**src/logic/tcw_pkg.sv**
```systemverilog
// Constants and types shared by the tick counter and watchdog block
package tcw_pkg;

  // ==========================================================================
  // Register byte offsets
  localparam logic [7:0] TCW_ADDR_TICK_VALUE = 8'h00;
  localparam logic [7:0] TCW_ADDR_TICK_CTRL = 8'h04;
  localparam logic [7:0] TCW_ADDR_DOG_CTRL = 8'h08;
  localparam logic [7:0] TCW_ADDR_CMD = 8'h0c;
  localparam logic [7:0] TCW_ADDR_STATUS = 8'h10;

  // ==========================================================================
  // Field positions
  localparam int TCW_TCTL_RATIO_LSB = 0;
  localparam int TCW_TCTL_DIV_ON = 3;
  localparam int TCW_TCTL_EDGE = 4;
  localparam int TCW_TCTL_SRC = 5;
  localparam int TCW_DCTL_RATIO_LSB = 0;
  localparam int TCW_DCTL_ON = 3;
  localparam int TCW_CMD_DOG_CLEAR = 0;
  localparam int TCW_CMD_SLEEP = 1;
  localparam int TCW_STAT_OVF = 0;
  localparam int TCW_STAT_DOG_LSB = 8;

  // ==========================================================================
  // Values after reset
  localparam logic [5:0] TCW_TICK_CTRL_RST = 6'h3f;
  localparam logic [3:0] TCW_DOG_CTRL_RST = 4'h0;
  localparam logic [7:0] TCW_COUNT_RST = 8'h00;

  // ==========================================================================
  // Cycle counts
  localparam logic [3:0] TCW_INSTR_DIV = 4'h2;
  localparam logic [7:0] TCW_COUNT_MAX = 8'hff;

  // ==========================================================================
  // Operating modes of the core
  typedef enum logic [1:0] {
    TCW_MODE_NORMAL,
    TCW_MODE_GREEN,
    TCW_MODE_IDLE,
    TCW_MODE_SLEEP
  } tcw_mode_t;

endpackage : tcw_pkg

```
**src/logic/tcw_prescaler.sv**
```systemverilog
// Eight-bit prescaler dividing a pulse stream by a power of two
`timescale 1ns/1ps
module tcw_prescaler
  import tcw_pkg::*;
(
  // Clock and reset
  input wire logic i_clk_sys,
  input wire logic i_rst_n,
  // Control
  input wire logic i_clr,
  input wire logic [3:0] i_shift,
  // Pulses
  input wire logic i_tick,
  output logic o_tick
);

  logic [7:0] count_ff;
  logic [8:0] full_mask;
  logic [7:0] mask;

  // ==========================================================================
  // Divide ratio mask
  assign full_mask = 9'((9'h001 << i_shift) - 9'h001);
  assign mask = full_mask[7:0];
  assign o_tick = i_tick && ((count_ff & mask) == mask);

  // ==========================================================================
  // Eight-bit divider counter
  always_ff @(posedge i_clk_sys or negedge i_rst_n) begin
    if (!i_rst_n) begin
      count_ff <= TCW_COUNT_RST;
    end else if (i_clr) begin
      count_ff <= TCW_COUNT_RST;
    end else if (i_tick) begin
      count_ff <= count_ff + 8'h01;
    end
  end

endmodule : tcw_prescaler

```
**src/logic/tcw_top.sv**
```systemverilog
// Tick counter and watchdog timer with APB register access
`timescale 1ns/1ps

// Notes on behaviour
// - The tick counter is eight bits and counts the instruction clock or the counter pin.
// - With the instruction clock and no division the counter adds one each instruction cycle.
// - With the pin as source and no division the counter adds one on each chosen edge of the pin.
// - Two separate eight-bit prescalers divide the tick source and the watchdog source.
// - A three-bit field in the tick control register picks the tick divide ratio.
// - A three-bit field in the watchdog control register picks the watchdog divide ratio.
// - Any write of the tick counter value also clears the tick prescaler.
// - The watchdog clear and sleep instructions clear the watchdog prescaler.
// - The watchdog counts the sub-oscillator as sampled on the system clock, and stops when that clock stops.
// - An enabled watchdog timeout in normal, green or idle mode resets the device.
// - Software may turn the watchdog on or off at any time in normal and green mode.
// - Timeout equals the ratio times 256 periods of half the sub-oscillator rate.
// - Divider off passes the tick source through; on gives 1:2 up to 1:256.
// - Watchdog ratio codes 000 to 111 give 1:1 up to 1:128 of the sub-oscillator path.
// - Edge select 0 counts rising and 1 falling; source select 0 is clock and 1 pin.
// - Any reset clears the tick counter, the watchdog and both prescalers.
module tcw_top
  import tcw_pkg::*;
(
  // Clock and reset
  input wire logic I_CLK_SYS,
  input wire logic I_RST_N,
  // APB slave
  input wire logic I_PSEL,
  input wire logic I_PENABLE,
  input wire logic I_PWRITE,
  input wire logic [7:0] I_PADDR,
  input wire logic [31:0] I_PWDATA,
  output logic [31:0] O_PRDATA,
  output logic O_PREADY,
  output logic O_PSLVERR,
  // Pins and clocks from outside
  input wire logic I_TICK_PIN,
  input wire logic I_SUB_OSC,
  // Core status
  input wire tcw_mode_t I_OP_MODE,
  // Results
  output logic O_DOG_RESET,
  output logic O_TICK_OVF
);

  // ==========================================================================
  // Declarations
  logic pready_ff;
  logic pslverr_ff;
  logic [31:0] prdata_ff;
  logic acc_go;
  logic wr_fire;
  logic addr_hit;
  logic [31:0] nxt_rdata;

  logic [5:0] tick_ctrl_ff;
  logic [3:0] dog_ctrl_ff;
  logic [7:0] tick_counter_value_ff;
  logic [7:0] dog_count_ff;
  logic tick_ovf_ff;
  logic dog_reset_ff;

  logic [3:0] instr_cnt_ff;
  logic instr_tick;

  logic pin_meta_ff;
  logic pin_sync_ff;
  logic pin_last_ff;
  logic pin_edge;

  logic sub_meta_ff;
  logic sub_sync_ff;
  logic sub_last_ff;
  logic half_ff;
  logic half_tick;

  logic tick_src_pulse;
  logic tick_pre_out;
  logic [3:0] tick_shift;
  logic dog_pre_out;
  logic [3:0] dog_shift;

  logic tick_value_wr;
  logic dog_clear_instruction;
  logic sleep_instruction;
  logic dog_timeout;
  logic dog_fire;
  logic tick_wrap;
  logic ovf_clr;

  logic tick_source_select;
  logic tick_edge_select;
  logic tick_divider_on;
  logic [2:0] tick_ratio_field;
  logic dog_on;
  logic [2:0] dog_ratio_field;

  // ==========================================================================
  // Field views
  assign tick_source_select = tick_ctrl_ff[TCW_TCTL_SRC];
  assign tick_edge_select = tick_ctrl_ff[TCW_TCTL_EDGE];
  assign tick_divider_on = tick_ctrl_ff[TCW_TCTL_DIV_ON];
  assign tick_ratio_field = tick_ctrl_ff[TCW_TCTL_RATIO_LSB +: 3];
  assign dog_on = dog_ctrl_ff[TCW_DCTL_ON];
  assign dog_ratio_field = dog_ctrl_ff[TCW_DCTL_RATIO_LSB +: 3];

  // ==========================================================================
  // APB handshake, one wait state
  assign acc_go = I_PSEL && I_PENABLE && !pready_ff;
  assign wr_fire = I_PSEL && I_PENABLE && I_PWRITE && pready_ff;
  assign addr_hit = (I_PADDR == TCW_ADDR_TICK_VALUE)
    || (I_PADDR == TCW_ADDR_TICK_CTRL)
    || (I_PADDR == TCW_ADDR_DOG_CTRL)
    || (I_PADDR == TCW_ADDR_CMD)
    || (I_PADDR == TCW_ADDR_STATUS);

  always_ff @(posedge I_CLK_SYS or negedge I_RST_N) begin
    if (!I_RST_N) begin
      pready_ff <= 1'b0;
      pslverr_ff <= 1'b0;
    end else if (acc_go) begin
      pready_ff <= 1'b1;
      pslverr_ff <= !addr_hit;
    end else begin
      pready_ff <= 1'b0;
      pslverr_ff <= 1'b0;
    end
  end

  // Read multiplexer
  always_comb begin
    nxt_rdata = 32'h0000_0000;
    case (I_PADDR)
      TCW_ADDR_TICK_VALUE: begin
        nxt_rdata[7:0] = tick_counter_value_ff;
      end
      TCW_ADDR_TICK_CTRL: begin
        nxt_rdata[5:0] = tick_ctrl_ff;
      end
      TCW_ADDR_DOG_CTRL: begin
        nxt_rdata[3:0] = dog_ctrl_ff;
      end
      TCW_ADDR_STATUS: begin
        nxt_rdata[TCW_STAT_OVF] = tick_ovf_ff;
        nxt_rdata[TCW_STAT_DOG_LSB +: 8] = dog_count_ff;
      end
      default: begin
        nxt_rdata = 32'h0000_0000;
      end
    endcase
  end

  always_ff @(posedge I_CLK_SYS or negedge I_RST_N) begin
    if (!I_RST_N) begin
      prdata_ff <= 32'h0000_0000;
    end else if (acc_go && !I_PWRITE) begin
      prdata_ff <= nxt_rdata;
    end else if (acc_go) begin
      prdata_ff <= 32'h0000_0000;
    end
  end

  // ==========================================================================
  // Write decode
  assign tick_value_wr = wr_fire && (I_PADDR == TCW_ADDR_TICK_VALUE);
  assign dog_clear_instruction = wr_fire && (I_PADDR == TCW_ADDR_CMD)
    && I_PWDATA[TCW_CMD_DOG_CLEAR];
  assign sleep_instruction = wr_fire && (I_PADDR == TCW_ADDR_CMD)
    && I_PWDATA[TCW_CMD_SLEEP];
  assign ovf_clr = wr_fire && (I_PADDR == TCW_ADDR_STATUS)
    && I_PWDATA[TCW_STAT_OVF];

  // Tick control register
  always_ff @(posedge I_CLK_SYS or negedge I_RST_N) begin
    if (!I_RST_N) begin
      tick_ctrl_ff <= TCW_TICK_CTRL_RST;
    end else if (wr_fire && (I_PADDR == TCW_ADDR_TICK_CTRL)) begin
      tick_ctrl_ff <= I_PWDATA[5:0];
    end
  end

  // Watchdog control register, enable only in normal and green mode
  always_ff @(posedge I_CLK_SYS or negedge I_RST_N) begin
    if (!I_RST_N) begin
      dog_ctrl_ff <= TCW_DOG_CTRL_RST;
    end else if (wr_fire && (I_PADDR == TCW_ADDR_DOG_CTRL)) begin
      dog_ctrl_ff[TCW_DCTL_RATIO_LSB +: 3] <=
        I_PWDATA[TCW_DCTL_RATIO_LSB +: 3];
      if ((I_OP_MODE == TCW_MODE_NORMAL) || (I_OP_MODE == TCW_MODE_GREEN)) begin
        dog_ctrl_ff[TCW_DCTL_ON] <= I_PWDATA[TCW_DCTL_ON];
      end
    end
  end

  // ==========================================================================
  // Instruction cycle enable
  always_ff @(posedge I_CLK_SYS or negedge I_RST_N) begin
    if (!I_RST_N) begin
      instr_cnt_ff <= 4'h0;
    end else if (instr_cnt_ff == TCW_INSTR_DIV - 4'h1) begin
      instr_cnt_ff <= 4'h0;
    end else begin
      instr_cnt_ff <= instr_cnt_ff + 4'h1;
    end
  end

  assign instr_tick = (instr_cnt_ff == TCW_INSTR_DIV - 4'h1);

  // ==========================================================================
  // Counter pin synchroniser and edge detect
  always_ff @(posedge I_CLK_SYS or negedge I_RST_N) begin
    if (!I_RST_N) begin
      pin_meta_ff <= 1'b0;
      pin_sync_ff <= 1'b0;
      pin_last_ff <= 1'b0;
    end else begin
      pin_meta_ff <= I_TICK_PIN;
      pin_sync_ff <= pin_meta_ff;
      pin_last_ff <= pin_sync_ff;
    end
  end

  assign pin_edge = tick_edge_select ? (pin_last_ff && !pin_sync_ff)
                                     : (!pin_last_ff && pin_sync_ff);

  // ==========================================================================
  // Tick source and prescaler
  assign tick_src_pulse = tick_source_select ? pin_edge
                                             : instr_tick;
  assign tick_shift = tick_divider_on ? ({1'b0, tick_ratio_field} + 4'h1)
                                      : 4'h0;

  tcw_prescaler u_tick_pre (
    .i_clk_sys(I_CLK_SYS),
    .i_rst_n(I_RST_N),
    .i_clr(tick_value_wr || dog_fire),
    .i_shift(tick_shift),
    .i_tick(tick_src_pulse),
    .o_tick(tick_pre_out)
  );

  // ==========================================================================
  // Tick counter
  assign tick_wrap = tick_pre_out && (tick_counter_value_ff == TCW_COUNT_MAX);

  always_ff @(posedge I_CLK_SYS or negedge I_RST_N) begin
    if (!I_RST_N) begin
      tick_counter_value_ff <= TCW_COUNT_RST;
    end else if (dog_fire) begin
      tick_counter_value_ff <= TCW_COUNT_RST;
    end else if (tick_value_wr) begin
      tick_counter_value_ff <= I_PWDATA[7:0];
    end else if (tick_pre_out) begin
      tick_counter_value_ff <= tick_counter_value_ff + 8'h01;
    end
  end

  // Overflow flag, set wins over clear
  always_ff @(posedge I_CLK_SYS or negedge I_RST_N) begin
    if (!I_RST_N) begin
      tick_ovf_ff <= 1'b0;
    end else if (tick_wrap && !tick_value_wr && !dog_fire) begin
      tick_ovf_ff <= 1'b1;
    end else if (ovf_clr) begin
      tick_ovf_ff <= 1'b0;
    end
  end

  // ==========================================================================
  // Sub-oscillator synchroniser and half-rate enable
  always_ff @(posedge I_CLK_SYS or negedge I_RST_N) begin
    if (!I_RST_N) begin
      sub_meta_ff <= 1'b0;
      sub_sync_ff <= 1'b0;
      sub_last_ff <= 1'b0;
    end else begin
      sub_meta_ff <= I_SUB_OSC;
      sub_sync_ff <= sub_meta_ff;
      sub_last_ff <= sub_sync_ff;
    end
  end

  always_ff @(posedge I_CLK_SYS or negedge I_RST_N) begin
    if (!I_RST_N) begin
      half_ff <= 1'b0;
    end else if (dog_fire) begin
      half_ff <= 1'b0;
    end else if (sub_sync_ff && !sub_last_ff) begin
      half_ff <= !half_ff;
    end
  end

  assign half_tick = sub_sync_ff && !sub_last_ff && half_ff;

  // ==========================================================================
  // Watchdog prescaler and counter
  assign dog_shift = {1'b0, dog_ratio_field};

  tcw_prescaler u_dog_pre (
    .i_clk_sys(I_CLK_SYS),
    .i_rst_n(I_RST_N),
    .i_clr(dog_clear_instruction || sleep_instruction || dog_fire),
    .i_shift(dog_shift),
    .i_tick(half_tick),
    .o_tick(dog_pre_out)
  );

  assign dog_timeout = dog_pre_out && (dog_count_ff == TCW_COUNT_MAX);
  assign dog_fire = dog_timeout && dog_on
    && (I_OP_MODE != TCW_MODE_SLEEP);

  always_ff @(posedge I_CLK_SYS or negedge I_RST_N) begin
    if (!I_RST_N) begin
      dog_count_ff <= TCW_COUNT_RST;
    end else if (dog_clear_instruction || sleep_instruction || dog_fire) begin
      dog_count_ff <= TCW_COUNT_RST;
    end else if (dog_pre_out) begin
      dog_count_ff <= dog_count_ff + 8'h01;
    end
  end

  // Watchdog reset request pulse
  always_ff @(posedge I_CLK_SYS or negedge I_RST_N) begin
    if (!I_RST_N) begin
      dog_reset_ff <= 1'b0;
    end else begin
      dog_reset_ff <= dog_fire;
    end
  end

  // ==========================================================================
  // Outputs
  assign O_PRDATA = prdata_ff;
  assign O_PREADY = pready_ff;
  assign O_PSLVERR = pslverr_ff;
  assign O_DOG_RESET = dog_reset_ff;
  assign O_TICK_OVF = tick_ovf_ff;

endmodule : tcw_top

```
**config.mk**
```make
export PLATFORM = sky130hd
export DESIGN_NAME = tcw_top
export DESIGN_NICKNAME = d
export VERILOG_FILES = /design/src/logic/tcw_pkg.sv /design/src/logic/tcw_prescaler.sv /design/src/logic/tcw_top.sv
export SDC_FILE = /design/constraint.sdc
export NUM_CORES = 1
export LEC_CHECK = 0
export ABC_CLOCK_PERIOD_IN_PS = 4200
export BUFFER_PORTS_ARGS = -buffer_cell sky130_fd_sc_hd__clkbuf_2
export CORE_MARGIN = 2
export CORE_UTILIZATION = 57
export CTS_BUF_LIST = sky130_fd_sc_hd__clkbuf_4
export CTS_CLUSTER_DIAMETER = 30
export DETAILED_ROUTE_END_ITERATION = 7
export PLACE_DENSITY = 0.83
export SETUP_SLACK_MARGIN = 0.1
export SLEW_MARGIN = 20
export SYNTH_ARGS = -nofsm -noshare
export SYNTH_HDL_FRONTEND = slang
export SYNTH_HIERARCHICAL = 1
export SYNTH_SLANG_ARGS = --single-unit
```
**constraint.sdc**
```tcl
create_clock -name I_CLK_SYS -period 4.2 [get_ports I_CLK_SYS]
set_clock_uncertainty 0.1 [all_clocks]
set_input_delay 0.21 -clock I_CLK_SYS [delete_from_list [all_inputs] [get_ports I_CLK_SYS]]
set_output_delay 0.21 -clock I_CLK_SYS [all_outputs]
set_load 0.005 [all_outputs]
```
==> impl_results.md <==
* Fin Setup TNS at 0 ns
* Clock slew at reported path FFs at 0.12 ns
* Synth Warn # at 6
* GP Congestion at 0.830
* Final nets at 490
* Max_cap viols at 0
* Synth top area share at between 40% and 50%
* Status: finished, final reports clean
* Adder-Cell Fraction of Synth Area at 2.23%
* P_leak at approximately 2.1 nW
* Final core occ at 66.1%
* Syn Inst Count at 373
* Initial antenna violation count at 0
* First-pass GRT wire length at 14.2 mm
* Port Buffers at 44
* HP Class: input pin to flip-flop
* 1st-iter DRT viols at 186
* Post-route ant nets at 0
* Post-synthesis sequential area ratio at a little under half
* Post_cts resized at 0
* Fmax at 0.266 GHz
* Fraction of layout cells with a size suffix above 1 at 23.0%
* Grt ovf at 0
* Ys async rst share at between 90% and 100%
* Final Max Slew Viols at 0
* Crit-path slowest cell: dfrtp_1
* Post-CTS setup repair buffer count at 0
* Die Y-Extent at 87.0 um
* CTS H-tree lvls at 3
* Layout Cells excl Fill at 519
* Post-route cell area at 4440 um2
* Compound-gate portion of the synthesized area at 14.0%
* Largest family of logic cells by synthesized area: simple AND/OR/NAND/NOR gates
* Setup Viol. Count Final at 0
* Die Width at 87.0 um
* Min Clock Period, post-route at 3.75 ns
* I/O pins at 85
* Initial Util at 58.4%
* Vias at 3,014
* Primary FF master, synth: dfrtp_1
* CTS tree: yes
* Syn-to-layout area delta at 13.1%
* # rows at 30
* Placed cells at between 400 and 500
* Mux contribution to synthesized area at 5.45%
* Power density over the cells at between 400 and 500 nW/um2
* Number of synthesized register bits at 73
* Drt drc at 0
* Largest cells by area after synthesis: dfrtp_1 43%, buf_4 4.2%, dfstp_2 4.0%
* Synth cell types at just under 60
* Total track usage at 24.3%
* Hold-fix buffers, CTS at 9
* Root Driver: clkbuf_4
* Vias in the first global route at 3,054
* # diodes at 0
* Slew margin rel. at 52.2%
* Commonest non-fill, non-tap cell in the layout: dfrtp_1
* Largest net degree at the start of global routing at 59
* TritonRoute pass-1 iters at 4
* WP data required at 4.45 ns
* Crit path launch type: flip-flop
* RSZ-0062 raised after global routing: false
* Die footprint at 7570 um2
* Critical path type: flip-flop to flip-flop
* Area of the mapped netlist at roughly 3900 um2
* Mapped Avg Cell Area at 10.5 um2
* Synth Area in Simple Gates at 18.6%
* Deepest clock path buffer count at 2
* Commonest cells after routing, fill and taps aside: 67 x dfrtp_1, 43 x clkbuf_2, 38 x nor2_1
* VDD IR-drop max at 0.320 mV
* Core Box Area at 6720 um2
* Dpl cell area at 4170 um2
* Routed wire length at 8.36 mm
* CTS Buf Count at 9
* Worst Path Max Fanout at 9
* Worst-path cell chain: nor2_1, nand3_1, ha_1, nand2_1, a211oi_2, nor4_1, o211a_1, nand4_1, or2_0, nor2_2, a41o_1, o2111ai_2, or3_1, a21oi_1
* DP Wirelength at 5.90 mm
* Cell taking the most area after synthesis: dfrtp_1
* Final hold vios at 0
* Worst Tran Pin Value at between 0.7 and 0.8 ns
* Post-route clock period utilization at 89.4%
* Post-Synth XOR/XNOR Area at under 10%
* EDFF count, synth at 0
* DR WL/cell at roughly 16 um
* Via/cell ratio at 5.81
* Critical Path Sink Type: flip-flop
* Worst path max stage delay at 0.48 ns
* CTS Sinks at 73
* Worst-skew pair later-pin latency at 0.43 ns
* Worst path arrival time at about 4 ns
## cells in the mapped netlist, drive strengths merged (4+ instances only)
cell type and instances:
nand2 30, o211a 4, nand3b 4, dfrtp 67, xor2 13, a21oi 12, clkbuf 5, or3 7
a22o 14, o22ai 7, mux2 11, nand3 7, nor2 39, dfstp 6, nor2b 5, buf 25
a211oi 7, o21ai 13, nor4 6, nor3 5, ha 7, nand4 12, xnor2 17, mux2i 9
inv 11
## final timing paths
check	from	end	slack [ns]	cells past startpoint
setup / recovery	dog_ctrl_ff[2]$_DFFE_PN0P_	u_tick_pre/count_ff[5]$_DFFE_PN0P_	0.45	14
hold / removal	I_PWDATA[1]	dog_ctrl_ff[1]$_DFFE_PN0P_	0.01	2
setup reg to reg	dog_ctrl_ff[2]$_DFFE_PN0P_	u_tick_pre/count_ff[5]$_DFFE_PN0P_	0.45	14
hold reg to reg	sub_meta_ff$_DFF_PN0_	sub_sync_ff$_DFF_PN0_	0.27	0
max in group asynchronous	I_RST_N	tick_counter_value_ff[4]$_DFFE_PN0P_	2.84	3
min in group asynchronous	I_RST_N	O_PRDATA[13]$_DFFE_PN0P_	0.11	2
## routing by layer
metal | vias up | routed length (um) | GRT usage (%) | share of wire, %
met5 | - | 0 | 0 | 0
met4 | 0 | 202 | 12.8 | 2.4
met2 | 102 | 4020 | 37.1 | 48
met1 | 1463 | 3710 | 32.2 | 44
met3 | 19 | 423 | 5.69 | 5.1
li1 | 1430 | - | - | -
## final cells by class
type,instances,area (um2)
clock buffers,10,75.1
clock inverters,6,106
fillers,521,2280
inverters,11,41.3
multi-input cells,280,1930
flip-flops and latches,73,1830
well taps,80,100
repair buffers,59,355
## stage by stage
stage | worst slack (ns) | power (W) | hold slack, ns
global placement | 0.655 | 0.00135 | 0.0227
detailed placement | 0.471 | 0.00138 | 0.0315
finish | 0.445 | 0.00193 | 0.0110
floorplan | 0.809 | 0.00127 | -0.186
global route | 0.210 | 0.00205 | 0.00525
CTS | 0.461 | 0.00193 | 0.00181
## report_power, final
| part | internal (W) | total [W] | switching (W) |
|---|---|---|---|
| logic | 0.000195 | 0.000416 | 0.000221 |
| clock network | 0.000306 | 0.000554 | 0.000248 |
| registers | 0.000816 | 0.000958 | 0.000142 |
| total | 0.00132 | 0.00193 | 0.000610 |
## state kept, by name, indices dropped and copies added, names as in the netlist, 4 cells and up
| signal | flops |
|---|---|
| u_tick_pre/count_ff | 8 |
| u_dog_pre/count_ff | 8 |
| dog_ctrl_ff | 4 |
| tick_ctrl_ff | 6 |
| dog_count_ff | 8 |
| instr_cnt_ff | 4 |
| O_PRDATA | 16 |
| tick_counter_value_ff | 8 |
## kinds of logic after synthesis
| kind of cell | after synthesis |
|---|---|
| flops | 73 |
| buf+inv | 41 |
| mux | 20 |
| other cells | 1 |
| compound gates | 72 |
| fa+ha+maj | 7 |
| xor+xnor | 30 |
| simple gates | 129 |
## worst max-delay path, delay by kind of cell, from the launching register on
kind / cells / cell delay [ns]
flops: 1 / 0.48
simple gates: 8 / 1.74
fa+ha+maj: 1 / 0.24
compound gates: 5 / 1.13
No activity file was read; power rests on OpenSTA's default activity.
